==> config.mk <==
export PLATFORM = sky130hd
export DESIGN_NAME = slew_rate_range_control
export DESIGN_NICKNAME = d
export VERILOG_FILES = /design/src/slew_pkg.sv /design/src/slew_tick_gen.sv /design/src/slew_rate_range_control.sv
export VERILOG_INCLUDE_DIRS = /design/src
export SDC_FILE = /design/constraint.sdc
export NUM_CORES = 1
export LEC_CHECK = 0
export ABC_AREA = 1
export BUFFER_PORTS_ARGS = -buffer_cell sky130_fd_sc_hd__buf_2
export CAP_MARGIN = 20
export CORE_AREA = 2 2 192 194
export DETAILED_ROUTE_END_ITERATION = 10
export DIE_AREA = 0 0 194 196
export GPL_ROUTABILITY_DRIVEN = 0
export HOLD_SLACK_MARGIN = 0.05
export MAX_ROUTING_LAYER = met4
export PLACE_DENSITY = 0.46
export SYNTH_ARGS = -nofsm -noshare
export SYNTH_HDL_FRONTEND = slang
export SYNTH_HIERARCHICAL = 1
export SYNTH_SLANG_ARGS = --single-unit
==> constraint.sdc <==
create_clock -name clk_i -period 7.9 [get_ports clk_i]
set_clock_uncertainty 0.2 [all_clocks]
set_input_delay 1.185 -clock clk_i [delete_from_list [all_inputs] [get_ports clk_i]]
set_output_delay 1.185 -clock clk_i [all_outputs]
set_load 0.01 [all_outputs]
==> src/slew_consts.svh <==
// Constants for the slew-rate and range control block
`ifndef SLEW_CONSTS_SVH
`define SLEW_CONSTS_SVH
// System clock rate in Hz
`define CLK_HZ 10000000
// Register byte offsets
`define ADDR_CTRL 8'h00
`define ADDR_CFG 8'h04
`define ADDR_DATA 8'h08
`define ADDR_STAT 8'h0C
// Control register field positions
`define CTRL_RANGE_LSB 0
`define CTRL_SLEW_EN_BIT 4
`define CTRL_STEP_LSB 5
`define CTRL_RATE_LSB 8
`define CTRL_OVR_BIT 14
`define CTRL_CLRSEL_BIT 15
// Configuration register field positions
`define CFG_DUAL_BIT 8
`define CFG_IRANGE_LSB 9
// Status register field position
`define STAT_SLEW_BIT 1
// Reset values
`define CTRL_RST 13'h0000
`define CFG_RST 3'h0
`define DATA_RST 16'h0000
// Range code that is refused
`define RANGE_BAD 3'h4
// Clear levels
`define CLEAR_ZERO 16'h0000
`define CLEAR_MID 16'h8000
// Update frequencies in Hz, one per rate code
`define SR_HZ0 258065
`define SR_HZ1 200000
`define SR_HZ2 153845
`define SR_HZ3 131145
`define SR_HZ4 115940
`define SR_HZ5 69565
`define SR_HZ6 37560
`define SR_HZ7 25805
`define SR_HZ8 20150
`define SR_HZ9 16030
`define SR_HZ10 10295
`define SR_HZ11 8280
`define SR_HZ12 6900
`define SR_HZ13 5530
`define SR_HZ14 4240
`define SR_HZ15 3300
// Clock cycles per update period, rounded down
`define SR_CNT(f) (12'((`CLK_HZ) / (f)))
`endif

==> src/slew_pkg.sv <==
// Types shared by the slew-rate and range control block
package slew_pkg;
	typedef logic [15:0] code_t;
	// Control register contents
	typedef struct packed {
		logic clear_level_sel;
		logic overrange_enable;
		logic [3:0] slew_update_rate_sel;
		logic [2:0] slew_step_size_sel;
		logic slew_enable;
		logic [2:0] range;
	} ctrl_s;
	// Whole state of the main block
	typedef struct packed {
		ctrl_s ctrl;
		logic dual_output_enable;
		logic [1:0] current_range_sel;
		code_t target;
		code_t applied;
		logic [31:0] rdata;
	} state_s;
	// Whole state of the update tick divider
	typedef struct packed {
		logic [11:0] cnt;
		logic tick;
	} tick_state_s;
endpackage

==> src/slew_tick_gen.sv <==
// Update tick divider for the stepping engine
`timescale 1ns/1ns
`default_nettype none
module slew_tick_gen (
	input wire logic clk_i,
	input wire logic rst_i,
	input wire logic [11:0] period_i,
	output logic tick_o
);
	slew_pkg::tick_state_s q, d;

	// Count to the terminal value, then pulse for one cycle and restart
	always_comb begin
		d = q;
		d.tick = 1'b0;
		if (q.cnt >= period_i - 12'h001) begin
			d.cnt = 12'h000;
			d.tick = 1'b1;
		end else begin
			d.cnt = q.cnt + 12'h001;
		end
	end

	// State register
	always_ff @(posedge clk_i or posedge rst_i) begin
		if (rst_i) begin
			q <= '0;
		end else begin
			q <= d;
		end
	end

	assign tick_o = q.tick;
endmodule
`default_nettype wire

==> src/slew_rate_range_control.sv <==
// Output slew stepping engine, range decode and APB register file
//
// Operation
// - Rate code picks one of sixteen frequencies
// - With slewing on, data and clear pin changes step; a range change loads the clear level at once
// - Clear pin slews output to zero-scale
// - Status bit 1 shows slew in progress
// - Update rate independent of selected range
// - Range code 100 is refused, kept
// - Range change clears the data register
// - Overrange extends voltage ranges by 10%
// - Single mode range field decode order
// - Dual mode voltage off for 1xx
// - Dual mode current range field decode
// - Control bits 4, 7:5, 11:8 fields
// - Step is two to the step code
// - Data read returns applied stepped value
//
// Our own choices: the APB slave port and the register offsets.
`timescale 1ns/1ns
`default_nettype none
`include "slew_consts.svh"
module slew_rate_range_control (
	input wire logic clk_i,
	input wire logic rst_i,
	input wire logic psel_i,
	input wire logic penable_i,
	input wire logic pwrite_i,
	input wire logic [7:0] paddr_i,
	input wire logic [31:0] pwdata_i,
	output logic [31:0] prdata_o,
	output logic pready_o,
	output logic pslverr_o,
	input wire logic output_clear_pin_i,
	output logic [15:0] output_code_o,
	output logic slew_active_flag_o,
	output logic voltage_output_en_o,
	output logic [1:0] voltage_range_o,
	output logic current_output_en_o,
	output logic [1:0] current_range_o,
	output logic overrange_o
);
	slew_pkg::state_s q, d;
	logic tick; // One-cycle update strobe
	logic [11:0] period; // Cycles per update
	logic [15:0] step; // Step size in codes
	logic [15:0] tgt_eff; // Code the engine heads for
	logic [15:0] clr_new; // Clear level after a control write
	logic [2:0] range_new; // Range after refusal check
	logic wr; // Write taken this cycle
	logic setup_rd; // Read setup cycle
	logic mapped; // Address hits a register
	logic slew_active; // Applied code still moving

	// Rate code to divider period; same for every range
	always_comb begin
		case (q.ctrl.slew_update_rate_sel)
			4'h0: period = `SR_CNT(`SR_HZ0);
			4'h1: period = `SR_CNT(`SR_HZ1);
			4'h2: period = `SR_CNT(`SR_HZ2);
			4'h3: period = `SR_CNT(`SR_HZ3);
			4'h4: period = `SR_CNT(`SR_HZ4);
			4'h5: period = `SR_CNT(`SR_HZ5);
			4'h6: period = `SR_CNT(`SR_HZ6);
			4'h7: period = `SR_CNT(`SR_HZ7);
			4'h8: period = `SR_CNT(`SR_HZ8);
			4'h9: period = `SR_CNT(`SR_HZ9);
			4'hA: period = `SR_CNT(`SR_HZ10);
			4'hB: period = `SR_CNT(`SR_HZ11);
			4'hC: period = `SR_CNT(`SR_HZ12);
			4'hD: period = `SR_CNT(`SR_HZ13);
			4'hE: period = `SR_CNT(`SR_HZ14);
			default: period = `SR_CNT(`SR_HZ15);
		endcase
	end

	// Divider producing the update strobe
	slew_tick_gen u_tick (
		.clk_i(clk_i),
		.rst_i(rst_i),
		.period_i(period),
		.tick_o(tick)
	);

	// Bus decode; zero-wait slave so every access ends in one cycle
	assign pready_o = 1'b1;
	assign wr = psel_i && penable_i && pwrite_i;
	assign setup_rd = psel_i && !penable_i && !pwrite_i;
	assign mapped = (paddr_i == `ADDR_CTRL) || (paddr_i == `ADDR_CFG) ||
		(paddr_i == `ADDR_DATA) || (paddr_i == `ADDR_STAT);
	assign pslverr_o = psel_i && penable_i && !mapped;

	// Step size is a power of two of the step code
	assign step = 16'h0001 << q.ctrl.slew_step_size_sel;
	// Clear pin heads the output for zero-scale
	assign tgt_eff = output_clear_pin_i ? `CLEAR_ZERO : q.target;
	assign slew_active = q.applied != tgt_eff;

	// Refused range code leaves the held value in place
	assign range_new = (pwdata_i[`CTRL_RANGE_LSB +: 3] == `RANGE_BAD) ?
		q.ctrl.range : pwdata_i[`CTRL_RANGE_LSB +: 3];
	// Midscale only for bipolar voltage ranges with the level select set
	assign clr_new = (pwdata_i[`CTRL_CLRSEL_BIT] && !range_new[2] && range_new[1]) ?
		`CLEAR_MID : `CLEAR_ZERO;

	// Next-state logic: stepping engine, then register writes
	always_comb begin
		d = q;
		// Stepping engine
		if (!q.ctrl.slew_enable) begin
			d.applied = tgt_eff; // Jump straight to the target
		end else if (tick && slew_active) begin
			if (q.applied < tgt_eff) begin
				if (tgt_eff - q.applied <= step) begin
					d.applied = tgt_eff;
				end else begin
					d.applied = q.applied + step;
				end
			end else begin
				if (q.applied - tgt_eff <= step) begin
					d.applied = tgt_eff;
				end else begin
					d.applied = q.applied - step;
				end
			end
		end
		// Register writes take effect at the access edge
		if (wr) begin
			case (paddr_i)
				`ADDR_CTRL: begin
					d.ctrl.range = range_new;
					d.ctrl.slew_enable = pwdata_i[`CTRL_SLEW_EN_BIT];
					d.ctrl.slew_step_size_sel = pwdata_i[`CTRL_STEP_LSB +: 3];
					d.ctrl.slew_update_rate_sel = pwdata_i[`CTRL_RATE_LSB +: 4];
					d.ctrl.overrange_enable = pwdata_i[`CTRL_OVR_BIT];
					d.ctrl.clear_level_sel = pwdata_i[`CTRL_CLRSEL_BIT];
					// New range wipes the data held for the old one
					if (range_new != q.ctrl.range) begin
						d.target = clr_new;
						d.applied = clr_new;
					end
				end
				`ADDR_CFG: begin
					d.dual_output_enable = pwdata_i[`CFG_DUAL_BIT];
					d.current_range_sel = pwdata_i[`CFG_IRANGE_LSB +: 2];
				end
				// Without slewing the engine follows on the next cycle
				`ADDR_DATA: d.target = pwdata_i[15:0];
				default: d.target = q.target;
			endcase
		end
		// Read data captured in the setup cycle
		if (setup_rd) begin
			case (paddr_i)
				`ADDR_CTRL: d.rdata = {16'h0000, q.ctrl.clear_level_sel, q.ctrl.overrange_enable,
					2'h0, q.ctrl.slew_update_rate_sel, q.ctrl.slew_step_size_sel,
					q.ctrl.slew_enable, 1'b0, q.ctrl.range};
				`ADDR_CFG: d.rdata = {21'h000000, q.current_range_sel, q.dual_output_enable, 8'h00};
				`ADDR_DATA: d.rdata = {16'h0000, q.applied};
				`ADDR_STAT: d.rdata = {30'h00000000, slew_active, 1'b0};
				default: d.rdata = 32'h00000000;
			endcase
		end
	end

	// State register
	always_ff @(posedge clk_i or posedge rst_i) begin
		if (rst_i) begin
			q.ctrl <= `CTRL_RST;
			{q.current_range_sel, q.dual_output_enable} <= `CFG_RST;
			q.target <= `DATA_RST;
			q.applied <= `DATA_RST;
			q.rdata <= 32'h00000000;
		end else begin
			q <= d;
		end
	end

	// Range decode: dual mode splits the two fields, single mode uses range alone
	always_comb begin
		if (q.dual_output_enable) begin
			voltage_output_en_o = !q.ctrl.range[2];
			current_output_en_o = q.current_range_sel != 2'h0;
			current_range_o = q.current_range_sel;
		end else begin
			voltage_output_en_o = !q.ctrl.range[2];
			current_output_en_o = q.ctrl.range[2] && (q.ctrl.range[1:0] != 2'h0);
			current_range_o = q.ctrl.range[2] ? q.ctrl.range[1:0] : 2'h0;
		end
		voltage_range_o = q.ctrl.range[1:0];
	end

	// Overrange stretches only an active voltage output
	assign overrange_o = q.ctrl.overrange_enable && voltage_output_en_o;
	assign output_code_o = q.applied;
	assign slew_active_flag_o = slew_active;
	assign prdata_o = q.rdata;
endmodule
`default_nettype wire

# After elaboration in Yosys (flattened, before gate mapping)
# Memory sizes are Yosys's and may differ from the RTL's.
# Cells that the tools add are included.
[totals] out_inout_bits=58 word_cells=75 register_bits=93 rom_bits=192 memories=1 inputBits=46
[mem_list] memory="(name not given)" depth=16 width=12 read_ports=1 rd_ports_with_merged_regs=0 write_ports=0 line="slew_rate_range_control.sv:57" rtl="case (q.ctrl.slew_update_rate_sel)"
[classes] order_cmp=4 mux=18 reduce_logical=25 shifts=1 eq_ne=7 n_addsub=6
[op_table] cell="16-bit 2-to-1 mux" count=9
[op_table] cell="16-bit one-hot mux with 4 select lines" count=1
[op_table] cell="16-bit subtractor" count=3
[op_table] cell="16-bit less-or-equal comparator" count=2
[op_table] cell="32-bit 2-to-1 mux" count=1
[op_table] cell="16-bit one-hot mux with 2 select lines" count=1
[op_table] cell="16-bit adder" count=1
[op_table] cell="8-bit by 4-bit equality test with 1-bit output (second input constant)" count=2
[op_table] cell="16-bit < comparator" count=1
[op_table] cell="16-bit inequality test" count=1
[op_table] cell="1-bit by 3-bit left shift with 16-bit output (first input constant)" count=1
[op_table] cell="12-bit by 1-bit adder with 12-bit output (second input constant)" count=1
[op_table] cell="12-bit >= comparator" count=1
[op_table] cell="12-bit 2-to-1 mux" count=1
[op_table] cell="12-bit by 1-bit subtractor with 12-bit output (second input constant)" count=1
[op_table] cell="1-bit logical AND" count=10
[op_table] cell="8-bit by 3-bit equality test with 1-bit output (second input constant)" count=1
[op_table] cell="8-bit zero test" count=1
[op_table] cell="2-bit nonzero test" count=3
[op_table] cell="1-bit zero test" count=5
[op_table] cell="2-bit 2-to-1 mux" count=2
[op_table] cell="2-bit AND reduction" count=2
[op_table] cell="3-bit equality test (second input constant)" count=1
[op_table] cell="1-bit logical OR" count=3
[op_table] cell="other kinds (5)" count=6

# Depth between registers and ports, before layout
[depth] depth_word=10 depth_mapped=30 ltp_nobuf=28

# Cells and area by module
# The synthesis kept the hierarchy.
[modules_own_cells] mod="slew_rate_range_control" area_each_um2=7709.9 seq_area_each_um2=1601.5 n_inst=1 cells_each=1210
[modules_own_cells] mod="slew_tick_gen" area_each_um2=1132.3 seq_area_each_um2=325.3 n_inst=1 cells_each=149

# Worst setup path before layout
# No wires, ideal clock.
[synth_timing] path_kind="input to register" start="input port output_clear_pin_i" end="register q (netlist bit output_code_o[10])" path_buffers=3 required_time_ps=7573 setup_ps=127 cell_stages=26 t_arrival_ps=4219 path_slack_ps=3353 cell_sequence="inv_1 clkbuf_1 nand2_1 inv_1 ha_1 buf_4 a21oi_1 nor2_1 nor2_1 nand2_1 xor2_1 ha_1 a21oi_1 o21a_1 nand2_1 nand2_1 nand2_1 nor2_1 nand3_2 nor2_4 buf_6 nand2_1 nand3_1 nand3_1 nand2_1 a21oi_2"
[synth_rtl] element="start, declared" line="slew_rate_range_control.sv:34" rtl="input wire logic output_clear_pin_i,"
[synth_rtl] element="end, declared" line="slew_rate_range_control.sv:43" rtl="slew_pkg::state_s q, d;"

==> results by group <==
Cells and area
  – Fin area: 9523 µm²
  – FF+latch area: 1927 µm²
  – Leading cell type in the layout, fill and taps excluded: nand2_1
  – Inserted Diodes: 0
  – Share of cells above drive strength 1: 10.92%
  – Nets: 1,504
  – Finished Core Util: 26.39%
  – Fill count: 4,149
  – Area of the multi-input gates: about 5700 µm²
  – Most frequent cells in the layout: nand2_1, inv_1, nand3_1, ha_1, dfrtp_1
  – Layout area overhead: 7.698%

Pwr
  – P_leak: 5.000 nW
  – PD cells: 131.2 nW/µm²
  – Maximum VDD drop: between 0.1 and 0.15 mV
  – Total design power: approximately 0.0012 W

Critical path
  – CP Class: primary input to register
  – Worst path required time: 7.97 ns
  – Worst Path Buf+Inv: 5
  – CP startpoint kind: primary input
  – CP top delay family: simple AND/OR/NAND/NOR gates
  – Max incr delay on CP: 0.54 ns
  – Worst path most repeated cell: nand2_1
  – CP max FO: 17
  – Slowest stage cell, crit path: nor2_4
  – Setup crit end kind: register
  – Worst EP arrival: 5.46 ns

Floorplan
  – Initial Util: about a quarter
  – Chip Width: 194 µm
  – Die footprint: 38,020 µm²
  – I/O Pins: between 100 and 150
  – Row count: 70
  – Die height: 196 µm
  – Core Box Area: 36,080 µm²

Synthesis
  – Mapped Cells: 1,359
  – Sequential share of the synthesized area: 21.79%
  – Ys flop type: dfrtp_1
  – EDFF count, synth: 0
  – Post-synthesis cell area: roughly 9000 µm²
  – Distinct cells, synth: between 40 and 50
  – Ys async rst share: 100.0%
  – Syn_area_per_cell: roughly 6.5 µm²
  – Synthesis-stage register bit count: 77
  – Yosys warns: 6

STA
  – Worst slew pin tran: 1.122 ns
  – Final Slew Violations: 0
  – # setup viols final: 0
  – Setup TNS: 0 ns
  – RSZ-0062 raised after global routing: no
  – Tcrit/Tclk final: 68.20%
  – Relative slew slack: approximately a quarter
  – Fin crit period: 5.388 ns
  – FMAX: 185.6 MHz
  – Final-report hold violation count: 0

Routing
  – ANT nets after route: 0
  – DR vias: approximately 8.4k
  – DRC Markers: 0
  – M1 WL: 13.86 mm
  – Routed wire per std cell: 15.85 µm
  – 1st-pass router iterations: 5
  – Routed wire length: 29.18 mm
  – Max Used Layer: met4
  – Met2 WL: 13.71 mm
  – Met3 wire length: approximately 1.2 mm
  – Detailed Route Iter0 Violations: 659
  – Via density: 4.584

Place
  – PortBufs: 70
  – Placement Cell Area: 9275 µm²
  – HPWL after detailed placement: 23.16 mm

Global route
  – Largest net degree at the start of global routing: 65
  – Total grt overflow: 0
  – First-pass GRT wire length: 45.71 mm
  – Vias in the first global route: 8,136
  – Initial antenna violation count: 0
  – Total track usage: between 15 and 20%

Min path
  – Min-delay worst type: register to register

Status
  – Status: complete, no violations

Clocking
  – Clk sinks: 77
  – Reg clk slew, reported paths: 0.06 ns
  – CTS max path bufs: 2
  – Resized Gates After CTS: 0
  – Clk root buf: clkbuf_16
  – Clock latency on the worst-skew pair: 0.35 ns
  – CTS H-tree depth: 3
  – Postcts setup bufs: 0
  – TritonCTS Buffers: 9
  – Hold buffers post-CTS: 0
  – CTS tree: built

Run
  – Maxcap violations: 0
-- tightest hold or removal path: cells and delay by family, from the launching register on --
family	cells	cell delay [ns]
flip-flops	1	0.34
AND/OR/NAND/NOR	2	0.10
-- cell usage after synthesis, types with 2 or more instances --
library cell  instances  area [µm²]
inv_2                10       37.54
clkbuf_1             21       78.83
nor2_2               20       125.1
clkinv_1              3       11.26
a31oi_1               3       18.77
buf_6                 2       22.52
o31ai_1              13       97.59
inv_1               175       656.9
ha_1                 84        1051
o21bai_1              4       30.03
o211ai_1              3       22.52
nand2_2               8       50.05
dfrtp_1              77        1927
buf_2                 6       30.03
a22oi_1               2       15.01
nor4_2                2       25.02
nand4_1              18       112.6
nand3_1             130       650.6
a21oi_2               9       78.83
a21oi_1              72       360.4
xnor2_1              10       87.58
nand2_1             397        1490
buf_4                58       435.4
nand3_2               5       50.05
nor3_1               15       75.07
xor2_1               44       385.4
o22ai_1              12       75.07
nor3_2                2       20.02
fa_1                  4       80.08
o21ai_0              52       260.3
o21a_1                2       15.01
conb_1                2       7.510
nor2_4                4       45.04
nor2_1               76       285.3
-- sequential cells by signal, indices dropped and copies added, names as in the netlist --
| signal | cells |
|---|---|
| prdata_o | 16 |
| q | 30 |
| output_code_o | 16 |
| voltage_range_o | 2 |
| u_tick/tick_o | 1 |
| u_tick/q | 12 |
-- power by group --
part	switching (W)	leakage, nW	internal, W
Sequential	0.0000281	1.03	0.000418
Clock	0.000178	0.125	0.000208
Combinational	0.000278	3.85	0.000139
-- through the flow --
stage | worst slack [ns] | hold WS, ns | instances
global route | 2.174 | 0.3002 | 1841
floorplan | 3.353 | 0.2501 | 1374
CTS | 2.568 | 0.2775 | 1841
detailed placement | 2.200 | 0.2606 | 1827
global placement | 2.218 | 0.2633 | 1827
finish | 2.512 | 0.2725 | 1841
-- cells by family (layout without fill, tap and decap cells) --
kind of cell,count (synthesis),after routing,synth area share (%)
DFF,77,77,21.79
xor gates and xnor gates,54,54,5.349
other,2,17,0.08493
and+or+nand+nor,683,683,33.78
buffers and inverters,276,275,14.56
AOI/OAI and AO/OA,179,179,11.65
adders and majority gates,88,88,12.79
-- layout make-up --
cell class | instances | share of cell area (%)
Clock inverter | 3 | 0.1577
Timing Repair Buffer | 73 | 3.915
Multi-Input combinational cell | 1021 | 59.69
Inverter | 188 | 7.410
Clock buffer | 11 | 2.444
Tap cell | 468 | 6.149
Sequential cell | 77 | 20.23
-- routing by layer --
metal | vias up | global-route usage (%)
li1 | 4306 | -
met1 | 3915 | 20.73
met2 | 196 | 25.94
met3 | 22 | 1.805
met4 | 0 | 3.591
met5 | - | -
-- worst paths after layout --
| check | from | end | slack (ns) | cells past startpoint |
|---|---|---|---|---|
| hold / removal | prdata_o[4] | prdata_o[4] | 0.27 | 2 |
| min in group asynchronous | rst_i | u_tick/q[7] | 0.70 | 2 |
| max in group asynchronous | rst_i | q[59] | 6.01 | 3 |
| setup reg to reg | output_code_o[1] | output_code_o[5] | 3.20 | 22 |
| setup / recovery | output_clear_pin_i | output_code_o[5] | 2.51 | 25 |
| hold reg to reg | prdata_o[4] | prdata_o[4] | 0.27 | 2 |
No activity file was read; power rests on OpenSTA's default activity.
